===== config.mk =====
export PLATFORM = sky130hd
export DESIGN_NAME = prfh_top
export DESIGN_NICKNAME = d
export VERILOG_FILES = /design/src/verilog/prfh_pkg.sv /design/src/verilog/prfh_top.sv /design/src/verilog/prfh_filter_cell.sv
export VERILOG_INCLUDE_DIRS = /design/src /design/src/verilog
export SDC_FILE = /design/constraint.sdc
export NUM_CORES = 1
export LEC_CHECK = 0
export ABC_AREA = 1
export BUFFER_PORTS_ARGS = -buffer_cell sky130_fd_sc_hd__buf_4
export CORE_MARGIN = 1.5
export CORE_UTILIZATION = 60
export CTS_CLUSTER_DIAMETER = 100
export DETAILED_ROUTE_END_ITERATION = 10
export PLACE_DENSITY = 0.95
export SLEW_MARGIN = 5
export SYNTH_ARGS = -nofsm -noshare
export SYNTH_HDL_FRONTEND = slang
export SYNTH_SLANG_ARGS = --single-unit

===== constraint.sdc =====
create_clock -name clock -period 2.82 [get_ports clock]
set_clock_uncertainty 0.15 [all_clocks]
set_input_delay 0.423 -clock clock [delete_from_list [all_inputs] [get_ports clock]]
set_output_delay 0.423 -clock clock [all_outputs]
set_load 0.05 [all_outputs]

===== src/verilog/prfh_params.svh =====
// Purpose: Constants for the upper-node physical request filter block.
// Assumes: Included by the top and filter cell design files of the block by its bare name.
// Notes: Offsets are byte addresses on the 12-bit register port.
//
// What this block does
// - Filter is read, set-by-ones, clear-by-ones register.
// - All filter bits read zero after reset.
// - Same-bus sources: asynchronous filter first, then this filter.
// - Clear node bit diverts to async receive context.
// - Node lookup only for same-bus sources.
// - Remote packets unacknowledged unless bit 31 set.
// - Bit 31 set accepts all remote requests.
// - Host bus reset leaves bit 31 alone.
// - Bits 30..0 select nodes 62..32.
// - Set node bit routes to physical context.
// - Low register filters nodes 31..0 identically.
`ifndef PRFH_PARAMS_SVH
`define PRFH_PARAMS_SVH

`define PRFH_ADDR_W 12
`define PRFH_OFS_HIGH_SET 12'h110
`define PRFH_OFS_HIGH_CLEAR 12'h114
`define PRFH_OFS_LOW_SET 12'h118
`define PRFH_OFS_LOW_CLEAR 12'h11C
`define PRFH_OFS_LAST_DECISION 12'h130
`define PRFH_OFS_REMOTE_REJECTS 12'h134

`define PRFH_FILTER_RESET 32'h0000_0000
`define PRFH_RDATA_RESET 32'h0000_0000
`define PRFH_HIGH_KEEP_MASK 32'h8000_0000
`define PRFH_LOW_KEEP_MASK 32'h0000_0000
`define PRFH_ALL_BUS_BIT 31

`define PRFH_NODE_NO_BIT 6'h3F
`define PRFH_LOCAL_BUS_ALIAS 10'h3FF
`define PRFH_COUNT_RESET 16'h0000
`define PRFH_COUNT_MAX 16'hFFFF
`define PRFH_COUNT_ONE 16'h0001

`endif


===== src/verilog/prfh_pkg.sv =====
// Purpose: Types shared by the physical request filter block.
// Assumes: Constants come from prfh_params.svh.
// Notes: Source id is split into a 10-bit bus number and a 6-bit node.
package prfh_pkg;

    typedef enum logic [1:0] {
        prfh_route_none = 2'b00,
        prfh_route_phys = 2'b01,
        prfh_route_async = 2'b10,
        prfh_route_reject = 2'b11
    } prfh_route_t;

    typedef struct packed {
        logic wr;
        logic rd;
        logic [11:0] addr;
        logic [31:0] wdata;
    } prfh_reg_req_t;

    typedef struct packed {
        logic valid;
        logic physical;
        logic async_pass;
        logic [9:0] src_bus;
        logic [5:0] src_node;
    } prfh_request_t;

    typedef struct packed {
        logic valid;
        prfh_route_t route;
        logic ack;
        logic remote;
        logic [5:0] src_node;
    } prfh_decision_t;

endpackage : prfh_pkg


===== src/verilog/prfh_top.sv =====
// Purpose: Routes incoming physical requests by source node and source bus.
// Assumes: Request words come from receive logic on the same clock.
// Notes: The host bus reset pin is synchronised before use.
`timescale 1ns/10ps
`include "prfh_params.svh"

module prfh_top (
    input wire logic clock,
    input wire logic nrst,
    input wire logic clk_en,
    input wire logic host_bus_reset,
    input wire logic [9:0] local_bus_id,
    input prfh_pkg::prfh_reg_req_t reg_req,
    output logic [31:0] reg_rdata,
    input prfh_pkg::prfh_request_t rx_req,
    output prfh_pkg::prfh_decision_t decision,
    output logic accept_remote_bus_requests
);
    import prfh_pkg::*;

    // Returns one when the bus number names the controller's own bus.
    function automatic logic is_local_bus(
        input logic [9:0] bus,
        input logic [9:0] own_bus
    );
        logic local_hit;
        local_hit = (bus == own_bus) || (bus == `PRFH_LOCAL_BUS_ALIAS);
        return local_hit;
    endfunction : is_local_bus

    // Picks the route bit for a node; the top node has no bit at all.
    function automatic logic node_route_bit(
        input logic [31:0] low_filter,
        input logic [31:0] high_filter,
        input logic [5:0] node
    );
        logic hit;
        hit = 1'b0;
        if (node == `PRFH_NODE_NO_BIT) begin
            hit = 1'b0;
        end else if (node[5]) begin
            hit = high_filter[node[4:0]];
        end else begin
            hit = low_filter[node[4:0]];
        end
        return hit;
    endfunction : node_route_bit

    // Saturating increment used by the reject counter.
    function automatic logic [15:0] sat_inc(input logic [15:0] count);
        logic [15:0] result;
        result = count;
        if (count != `PRFH_COUNT_MAX) begin
            result = count + `PRFH_COUNT_ONE;
        end
        return result;
    endfunction : sat_inc

    // Returns one when the write strobe targets the given offset.
    function automatic logic write_hit(
        input prfh_reg_req_t req,
        input logic [11:0] offset
    );
        logic hit;
        hit = req.wr && (req.addr == offset);
        return hit;
    endfunction : write_hit

    // Packs the last decision into its status word.
    function automatic logic [31:0] pack_status(input prfh_decision_t status);
        logic [31:0] word;
        word = `PRFH_RDATA_RESET;
        word[10] = status.valid;
        word[9:8] = status.route;
        word[7] = status.ack;
        word[6] = status.remote;
        word[5:0] = status.src_node;
        return word;
    endfunction : pack_status

    // Read word for one offset.
    function automatic logic [31:0] read_word(
        input logic [11:0] addr,
        input logic [31:0] high_word,
        input logic [31:0] low_word,
        input logic [31:0] status_word,
        input logic [15:0] rejects
    );
        logic [31:0] word;
        word = `PRFH_RDATA_RESET;
        unique case (addr)
            `PRFH_OFS_HIGH_SET,
            `PRFH_OFS_HIGH_CLEAR: begin
                word = high_word;
            end
            `PRFH_OFS_LOW_SET,
            `PRFH_OFS_LOW_CLEAR: begin
                word = low_word;
            end
            `PRFH_OFS_LAST_DECISION: begin
                word = status_word;
            end
            `PRFH_OFS_REMOTE_REJECTS: begin
                word = {16'h0000, rejects};
            end
            // Unmapped offsets read as zero.
            default: begin
                word = `PRFH_RDATA_RESET;
            end
        endcase
        return word;
    endfunction : read_word

    // Host bus reset synchroniser.
    logic hbr_meta;
    logic hbr_sync;
    logic next_hbr_meta;
    logic next_hbr_sync;

    // Register decode strobes.
    logic high_set;
    logic high_clear;
    logic low_set;
    logic low_clear;
    logic rejects_clear;

    // Filter words.
    logic [31:0] high_filter;
    logic [31:0] low_filter;

    // Read path.
    logic [31:0] next_reg_rdata;

    // Decision path and status.
    prfh_decision_t next_decision;
    prfh_decision_t last_decision;
    prfh_decision_t next_last_decision;
    logic [15:0] remote_rejects;
    logic [15:0] next_remote_rejects;
    logic remote_rejected;
    logic source_local;

    // The first stage is read only by the second.
    always_comb begin
        next_hbr_meta = host_bus_reset;
        next_hbr_sync = hbr_meta;
    end

    always_ff @(posedge clock or negedge nrst) begin
        if (!nrst) begin
            hbr_meta <= 1'b0;
            hbr_sync <= 1'b0;
        end else if (clk_en) begin
            hbr_meta <= next_hbr_meta;
            hbr_sync <= next_hbr_sync;
        end
    end

    always_comb begin
        high_set = write_hit(reg_req, `PRFH_OFS_HIGH_SET);
        high_clear = write_hit(reg_req, `PRFH_OFS_HIGH_CLEAR);
        low_set = write_hit(reg_req, `PRFH_OFS_LOW_SET);
        low_clear = write_hit(reg_req, `PRFH_OFS_LOW_CLEAR);
        rejects_clear = write_hit(reg_req, `PRFH_OFS_REMOTE_REJECTS);
    end

    prfh_filter_cell u_high_filter (
        .clock(clock),
        .nrst(nrst),
        .clk_en(clk_en),
        .host_bus_reset(hbr_sync),
        .set_strobe(high_set),
        .clear_strobe(high_clear),
        .wdata(reg_req.wdata),
        .keep_mask(`PRFH_HIGH_KEEP_MASK),
        .value(high_filter)
    );

    prfh_filter_cell u_low_filter (
        .clock(clock),
        .nrst(nrst),
        .clk_en(clk_en),
        .host_bus_reset(hbr_sync),
        .set_strobe(low_set),
        .clear_strobe(low_clear),
        .wdata(reg_req.wdata),
        .keep_mask(`PRFH_LOW_KEEP_MASK),
        .value(low_filter)
    );

    // Bit 31 doubles as the remote-bus enable and survives host bus reset.
    assign accept_remote_bus_requests = high_filter[`PRFH_ALL_BUS_BIT];

    // Read data stand for exactly one cycle after the read strobe.
    always_comb begin
        next_reg_rdata = `PRFH_RDATA_RESET;
        if (reg_req.rd) begin
            next_reg_rdata = read_word(reg_req.addr, high_filter, low_filter,
                                       pack_status(last_decision), remote_rejects);
        end
    end

    always_ff @(posedge clock or negedge nrst) begin
        if (!nrst) begin
            reg_rdata <= `PRFH_RDATA_RESET;
        end else if (clk_en) begin
            reg_rdata <= next_reg_rdata;
        end
    end

    // The all-ones bus number is the local alias, so it counts as this bus.
    // Only local sources reach the per-node lookup.
    assign source_local = is_local_bus(rx_req.src_bus, local_bus_id);

    // Routing decision for one request word.
    always_comb begin
        next_decision = '0;
        next_decision.route = prfh_route_none;
        remote_rejected = 1'b0;
        if (rx_req.valid) begin
            next_decision.valid = 1'b1;
            next_decision.src_node = rx_req.src_node;
            if (!source_local) begin
                // Remote sources never reach the per-node lookup.
                next_decision.remote = 1'b1;
                if (accept_remote_bus_requests) begin
                    next_decision.ack = 1'b1;
                    if (rx_req.physical) begin
                        next_decision.route = prfh_route_phys;
                    end else begin
                        next_decision.route = prfh_route_async;
                    end
                end else begin
                    next_decision.ack = 1'b0;
                    next_decision.route = prfh_route_reject;
                    remote_rejected = 1'b1;
                end
            end else if (!rx_req.async_pass) begin
                next_decision.ack = 1'b0;
                next_decision.route = prfh_route_reject;
            end else if (!rx_req.physical) begin
                next_decision.ack = 1'b1;
                next_decision.route = prfh_route_async;
            end else if (node_route_bit(low_filter, high_filter, rx_req.src_node)) begin
                next_decision.ack = 1'b1;
                next_decision.route = prfh_route_phys;
            end else begin
                next_decision.ack = 1'b1;
                next_decision.route = prfh_route_async;
            end
        end
    end

    // Status: last decision and a count of refused remote packets.
    always_comb begin
        next_last_decision = last_decision;
        next_remote_rejects = remote_rejects;
        if (next_decision.valid) begin
            next_last_decision = next_decision;
        end
        if (rejects_clear) begin
            next_remote_rejects = `PRFH_COUNT_RESET;
        end
        // A refusal in the clearing cycle is still counted.
        if (remote_rejected) begin
            if (rejects_clear) begin
                next_remote_rejects = `PRFH_COUNT_ONE;
            end else begin
                next_remote_rejects = sat_inc(remote_rejects);
            end
        end
    end

    // Decision pulse, one cycle after the request.
    always_ff @(posedge clock or negedge nrst) begin
        if (!nrst) begin
            decision <= '0;
        end else if (clk_en) begin
            decision <= next_decision;
        end
    end

    // Last decision, held until the next request.
    always_ff @(posedge clock or negedge nrst) begin
        if (!nrst) begin
            last_decision <= '0;
        end else if (clk_en) begin
            last_decision <= next_last_decision;
        end
    end

    // Count of refused remote packets.
    always_ff @(posedge clock or negedge nrst) begin
        if (!nrst) begin
            remote_rejects <= `PRFH_COUNT_RESET;
        end else if (clk_en) begin
            remote_rejects <= next_remote_rejects;
        end
    end

endmodule : prfh_top


===== src/verilog/prfh_filter_cell.sv =====
// Purpose: One 32-bit read/set/clear filter word.
// Assumes: Set and clear strobes never arrive together.
// Notes: Bits in keep_mask survive the host bus reset.
`timescale 1ns/10ps
`include "prfh_params.svh"

module prfh_filter_cell (
    input wire logic clock,
    input wire logic nrst,
    input wire logic clk_en,
    input wire logic host_bus_reset,
    input wire logic set_strobe,
    input wire logic clear_strobe,
    input wire logic [31:0] wdata,
    input wire logic [31:0] keep_mask,
    output logic [31:0] value
);
    import prfh_pkg::*;

    logic [31:0] next_value;

    always_comb begin
        next_value = value;
        if (host_bus_reset) begin
            next_value = value & keep_mask;
        end else begin
            if (set_strobe) begin
                next_value = next_value | wdata;
            end
            if (clear_strobe) begin
                next_value = next_value & ~wdata;
            end
        end
    end

    always_ff @(posedge clock or negedge nrst) begin
        if (!nrst) begin
            value <= `PRFH_FILTER_RESET;
        end else if (clk_en) begin
            value <= next_value;
        end
    end

endmodule : prfh_filter_cell


[Yosys cells after proc, flatten, opt, wreduce, memory -nomap -nowiden]
Cells that the tools add are included.
Operators by class
  $lt $le $gt $ge: 1
  bitwise gates (word level): 6
  eq/ne operators: 10
  reductions and logical operators: 13
  $add $sub $neg: 1
  multiplexer cells: 35
Operator list (number)
  $mux W32: 8
  $pmux W32 S4: 1
  $eq A12 B9 Y1 const B: 6
  $and A32 B32 Y32: 2
  $mux W16: 4
  $or A32 B32 Y32: 2
  $not A32 Y32: 1
  $mux W31: 1
  $add A16 B1 Y16 const B: 1
  $ne A16 B16 Y1 const B: 1
  $mux W3: 5
  $mux W1: 12
  $mux W11: 1
  $bmux W1 S5: 2
  $eq A10 B10 Y1: 1
  $eq A10 B10 Y1 const B: 1
  $eq A6 B6 Y1 const B: 1
  $lt A5 B6 Y1 const B: 1
  $logic_and A1 B1 Y1: 5
  $reduce_and A2 Y1: 2
  $reduce_bool A2 Y1: 2
  $reduce_or A2 Y1: 2
  $reduce_and A3 Y1: 1
  $mux W2: 1
  2 further kinds: 2
Word-level totals
  word-level logic and storage cells: 83
  flip-flop bits (word level): 136
  output and inout port bits: 44

[Longest topological paths before layout]
  word-level depth: 14
  mapped depth: 15
  mapped depth without buffers: 13

[Modules after synthesis]
Synthesis repeated with hierarchy kept, for this count alone.
Second synthesis, totals
  cells, all modules: 1461
  area, all modules: 9506.6 sq um
By module, submodules not included
  prfh_top: area an instance 4899.7 sq um, cells an instance 777, instances 1
  prfh_filter_cell: area an instance 2303.5 sq um, cells an instance 342, instances 2

[Least setup slack after synthesis]
No wires, ideal clock.
  path type: in2reg
  start point: input reg_req[33] (netlist name)
  end point: register u_high_filter.value[21]
  buffers on the path: 1
  slack: 1011 ps
  arrival time: 1526 ps
  stages: 7
  setup time: 133 ps
  cells stage by stage: nor2_4 -> nand2_2 -> nor3_4 -> nand3_1 -> buf_2 -> o21ai_0 -> o22ai_1
Between the ends
  longest elaborated chain between the ends: 7
  elaborated cells on any way between the ends: 9
Ends and longest elaborated chain
  start, declared: RTL line prfh_top.sv:13  | input prfh_pkg::prfh_reg_req_t reg_req,
  $eq A12 B9 Y1: RTL line prfh_top.sv:65  | hit = req.wr && (req.addr == offset);
  $logic_and A1 B1 Y1: RTL line prfh_top.sv:65
  $mux W32: RTL line prfh_filter_cell.sv:27  | if (set_strobe) begin
  $mux W32: RTL line prfh_filter_cell.sv:24  | if (host_bus_reset) begin
  $and A32 B32 Y32: RTL line prfh_filter_cell.sv:31  | next_value = next_value & ~wdata;
  $mux W32 (*): RTL line prfh_filter_cell.sv:30  | if (clear_strobe) begin
  $mux W31 (*): RTL line prfh_filter_cell.sv:24
  end signal, assigned: RTL line prfh_filter_cell.sv:38  | value <= `PRFH_FILTER_RESET;
  end signal, assigned: RTL line prfh_filter_cell.sv:40  | value <= next_value;
  end, declared: RTL line prfh_filter_cell.sv:16  | output logic [31:0] value
Every way passes the cells marked *; elsewhere a longest branch is shown, timed or not. The select of a mux whose other input is x is not followed.
A chain may end at the register's enable or synchronous reset.

[Final worst setup path]
  start point: register remote_rejects[0]
  end point: register remote_rejects[12]
Between the ends
  longest elaborated chain between the ends: 4
  elaborated cells on any way between the ends: 7
Ends and longest elaborated chain
  start, declared: RTL line prfh_top.sv:138  | logic [15:0] remote_rejects;
  start signal, assigned: RTL line prfh_top.sv:295  | remote_rejects <= `PRFH_COUNT_RESET;
  start signal, assigned: RTL line prfh_top.sv:297  | remote_rejects <= next_remote_rejects;
  $add A16 B1 Y16 (no source line)
  $mux W16: RTL line prfh_top.sv:53  | if (count != `PRFH_COUNT_MAX) begin
  $mux W16: RTL line prfh_top.sv:266  | if (rejects_clear) begin
  $mux W16: RTL line prfh_top.sv:265  | if (remote_rejected) begin
Several ways; a longest one is shown, not always the timed one. The select of a mux whose other input is x is not followed.

==> flow_results.xml <==
<?xml version="1.0" encoding="UTF-8"?>
<metrics>
  <group name="layout">
    <metric name="layout-drive-gt1-share" unit="%">15.8</metric>
    <metric name="area_growth" unit="%">20.5</metric>
    <metric name="layout_commonest_cell" unit="">sky130_fd_sc_hd__nand2_1</metric>
    <metric name="n_antenna_cell" unit="">0</metric>
    <metric name="post-route-cell-area" unit="µm²">9330</metric>
    <metric name="fillerInstances" unit="">898</metric>
    <metric name="nets" unit="">1247</metric>
    <metric name="layout.cells.most_common_list" unit="">sky130_fd_sc_hd__nand2_1 (271), sky130_fd_sc_hd__buf_4 (139), sky130_fd_sc_hd__dfrtp_1 (136)</metric>
  </group>
  <group name="worst_setup_path">
    <metric name="timing.critical_path.slowest_stage_cell" unit="">sky130_fd_sc_hd__dfrtp_1</metric>
    <metric name="crit_path_end_kind" unit="">register</metric>
    <metric name="critical_path_required" unit="ns">3.04</metric>
    <metric name="timing.critical_path.from_type" unit="">register</metric>
    <metric name="path_common_cell" unit="">sky130_fd_sc_hd__nand2_1</metric>
    <metric name="regToRegStartpoint" unit="">remote_rejects[0]$_DFFE_PN0P_</metric>
    <metric name="cp_max_fo" unit="">16</metric>
    <metric name="critPathArrivalTime" unit="ns">2.34</metric>
    <metric name="rrSetupSlack" unit="ns">0.70</metric>
    <metric name="crit_buf_inv" unit="">0</metric>
    <metric name="crit_family" unit="">simple AND/OR/NAND/NOR gates</metric>
    <metric name="critPathKind" unit="">register to register</metric>
    <metric name="worst_setup_path_startpoint" unit="">remote_rejects[0]$_DFFE_PN0P_</metric>
    <metric name="list_of_cells_traversed_by_the_critical_path" unit="">ha_1, nand2_1, nor4_1, nand3_1, nand3_1, nand2_2, nand2_2, nand2_1, nand2_1</metric>
    <metric name="timing.critical_path.slowest_cell_delay" unit="ns">0.42</metric>
  </group>
  <group name="yosys">
    <metric name="syn_inst" unit="">1064</metric>
    <metric name="synth_fp_nets" unit="">1144</metric>
    <metric name="synth_area" unit="µm²">7740</metric>
    <metric name="ys_async_sr_fraction" unit="%">100</metric>
    <metric name="yosysWarningCount" unit="">0</metric>
    <metric name="synth_edf_count" unit="">0</metric>
    <metric name="postSynthRegisterBits" unit="">136</metric>
    <metric name="postSynth.topFlopCell" unit="">sky130_fd_sc_hd__dfrtp_1</metric>
    <metric name="yosysSeqAreaShare" unit="%">44.0</metric>
    <metric name="syn-mean-instance-area" unit="µm²">7.27</metric>
    <metric name="ys_types" unit="">34</metric>
  </group>
  <group name="detailed_routing">
    <metric name="avgViaCountPerCell" unit="">6.12</metric>
    <metric name="wl_per_cell" unit="µm">18.0</metric>
    <metric name="post-route-drc-count" unit="">0</metric>
    <metric name="drt_wl_total" unit="mm">24.4</metric>
    <metric name="drt-pass1-iter-count" unit="">8</metric>
    <metric name="routed-via-count" unit="">8268</metric>
    <metric name="detailedRoute.firstIterationViolations" unit="">1222</metric>
    <metric name="drtAntennaViolNets" unit="">0</metric>
  </group>
  <group name="clock_network">
    <metric name="post_cts_buffers" unit="">0</metric>
    <metric name="clk_pin_slew_worst_paths" unit="ns">0.06</metric>
    <metric name="cts.htree.levels" unit="">4</metric>
    <metric name="cts-buffers-inserted" unit="">17</metric>
    <metric name="clock_sinks" unit="">136</metric>
    <metric name="cts_tree" unit="">built</metric>
    <metric name="insertion_delay_of_the_later_clocked_pin_in_the_worst_skew_pair" unit="ns">0.44</metric>
    <metric name="clockRootBuffer" unit="">sky130_fd_sc_hd__clkbuf_16</metric>
    <metric name="clockBufferDepth" unit="">2</metric>
  </group>
  <group name="run_status">
    <metric name="outcome" unit="">completed</metric>
  </group>
  <group name="timing">
    <metric name="timing_hold_violations_final" unit="">0</metric>
    <metric name="worst-slew-pin-transition" unit="ns">0.750</metric>
    <metric name="slew_headroom" unit="%">50.0</metric>
    <metric name="min_period_over_period" unit="%">75.1</metric>
    <metric name="max_freq" unit="GHz">0.472</metric>
    <metric name="setup_total_negative_slack" unit="ns">0</metric>
    <metric name="min_period" unit="ns">2.12</metric>
    <metric name="report.final.setup_viol" unit="">0</metric>
    <metric name="timing.final.max_slew_violations" unit="">0</metric>
    <metric name="rsz0062_at_grt" unit="">no</metric>
  </group>
  <group name="die">
    <metric name="die-width" unit="µm">117</metric>
    <metric name="initial_core_util" unit="%">61.3</metric>
    <metric name="num_io_pins" unit="">123</metric>
    <metric name="rows" unit="">41</metric>
    <metric name="core_area" unit="µm²">12600</metric>
    <metric name="floorplan.die_area" unit="µm²">13600</metric>
    <metric name="die_y_extent" unit="µm">117</metric>
  </group>
  <group name="power_and_ir_drop">
    <metric name="power_density" unit="nW/µm²">492</metric>
    <metric name="vdd_drop_max" unit="mV">0.399</metric>
    <metric name="design_power_total" unit="mW">4.58</metric>
    <metric name="power.leakage" unit="nW">4.41</metric>
  </group>
  <group name="place">
    <metric name="routabilityCongestion" unit="">0.914</metric>
    <metric name="postPlaceCellArea" unit="µm²">8770</metric>
    <metric name="numPortBuffers" unit="">122</metric>
    <metric name="detailed_place_hpwl" unit="mm">16.2</metric>
  </group>
  <group name="hold_path">
    <metric name="min_from" unit="">host_bus_reset</metric>
    <metric name="worst_hold_path_type" unit="">input pin to register</metric>
  </group>
  <group name="global_routing">
    <metric name="grt_pass1_vias" unit="">8012</metric>
    <metric name="grt.total_usage" unit="%">37.2</metric>
    <metric name="grt_start_max_net_pins" unit="">65</metric>
    <metric name="grt_first_pass_wirelength" unit="mm">39.0</metric>
    <metric name="gr-total-overflow" unit="">0</metric>
    <metric name="grt_antenna_before_repair" unit="">0</metric>
  </group>
  <group name="job">
    <metric name="drv_cap" unit="">0</metric>
  </group>
</metrics>
==> area by class of cell <==
class / count / area, µm² / area share (%)
multi-input combinational: 735 / 3580 / 38.4
sequential: 136 / 3400 / 36.5
timing repair buffer: 141 / 1070 / 11.5
inverter: 136 / 510 / 5.47
clock buffer: 23 / 468 / 5.02
tap: 172 / 215 / 2.31
clock inverter: 9 / 75.1 / 0.805
==> state kept, by name, indices dropped and copies added, names as in the netlist, named ones only <==
register	cells
decision	11
hbr_sync	1
reg_rdata	32
last_decision	11
u_high_filter.value	31
u_low_filter.value	32
hbr_meta	1
remote_rejects	16
==> worst paths after layout <==
kind | cells past startpoint | endpoint
worst max-delay path | 9 | remote_rejects[12]$_DFFE_PN0P_
worst min-delay path | 3 | hbr_meta$_DFFE_PN0P_
worst max register to register | 9 | remote_rejects[12]$_DFFE_PN0P_
worst min register to register | 2 | hbr_sync$_DFFE_PN0P_
max in group asynchronous | 3 | remote_rejects[9]$_DFFE_PN0P_
min in group asynchronous | 2 | u_high_filter.value[24]$_DFFE_PN0P_
==> worst register-to-register path: cells and delay by family (launching register included) <==
kind | cells | cell delay, ns
flops | 1 | 0.42
fa+ha+maj | 1 | 0.26
simple gates | 8 | 1.22
==> metrics by stage <==
step	utilization (%)	worst slack, ns	hold WS, ns	instances
2_1_floorplan	-	1.01	-0.0226	1064
3_3_place_gp	69.5	0.565	0.236	1319
3_5_place_dp	69.5	0.480	0.228	1319
4_1_cts	73.9	0.742	0.0581	1352
5_1_grt	73.9	0.458	0.0725	1352
6_report	73.9	0.703	0.0522	1352
==> Yosys cell counts (4+ instances only) <==
library cell,instances,area share [%]
sky130_fd_sc_hd__a21oi_1,81,5.2
sky130_fd_sc_hd__a22o_1,16,1.8
sky130_fd_sc_hd__buf_2,27,1.7
sky130_fd_sc_hd__clkbuf_1,27,1.3
sky130_fd_sc_hd__dfrtp_1,136,44
sky130_fd_sc_hd__inv_1,131,6.4
sky130_fd_sc_hd__inv_2,4,0.19
sky130_fd_sc_hd__nand2_1,271,13
sky130_fd_sc_hd__nand3_1,81,5.2
sky130_fd_sc_hd__nand4_1,9,0.73
sky130_fd_sc_hd__nor2_1,54,2.6
sky130_fd_sc_hd__nor3_1,10,0.65
sky130_fd_sc_hd__o21ai_0,65,4.2
sky130_fd_sc_hd__o21ai_1,33,2.1
sky130_fd_sc_hd__o221ai_1,12,1.4
sky130_fd_sc_hd__o22ai_1,74,6.0
sky130_fd_sc_hd__xnor2_1,8,0.91
==> logic make-up after synthesis <==
| group | after synthesis | synth area share [%] |
|---|---|---|
| and+or+nand+nor | 441 | 23.9 |
| AOI/OAI and AO/OA | 284 | 21.0 |
| buffers and inverters | 193 | 9.89 |
| DFF | 136 | 44.0 |
| xor gates and xnor gates | 9 | 1.02 |
| adders and majority gates | 1 | 0.162 |
==> power breakdown <==
part	leakage, nW	internal [mW]	switching (mW)
clock network	0.266	1.25	0.843
registers	1.86	1.99	0.0260
logic	2.29	0.167	0.317
==> layer usage <==
| metal | track usage, % | vias to the layer above | part of all wire (%) |
|---|---|---|---|
| met5 | 0 | - | 0 |
| met4 | 18.9 | 0 | 4.0 |
| met3 | 10.0 | 110 | 11 |
| met2 | 59.3 | 620 | 46 |
| met1 | 46.9 | 3768 | 38 |
| li1 | - | 3770 | - |
==> what timing repair did <==
action | 4_1_cts | 5_1_grt
hold buffers | 1 | 0
gates resized for setup | 0 | 0
endpoints found under the hold margin | 28 | 0
Power figures use the tool's default switching activity.
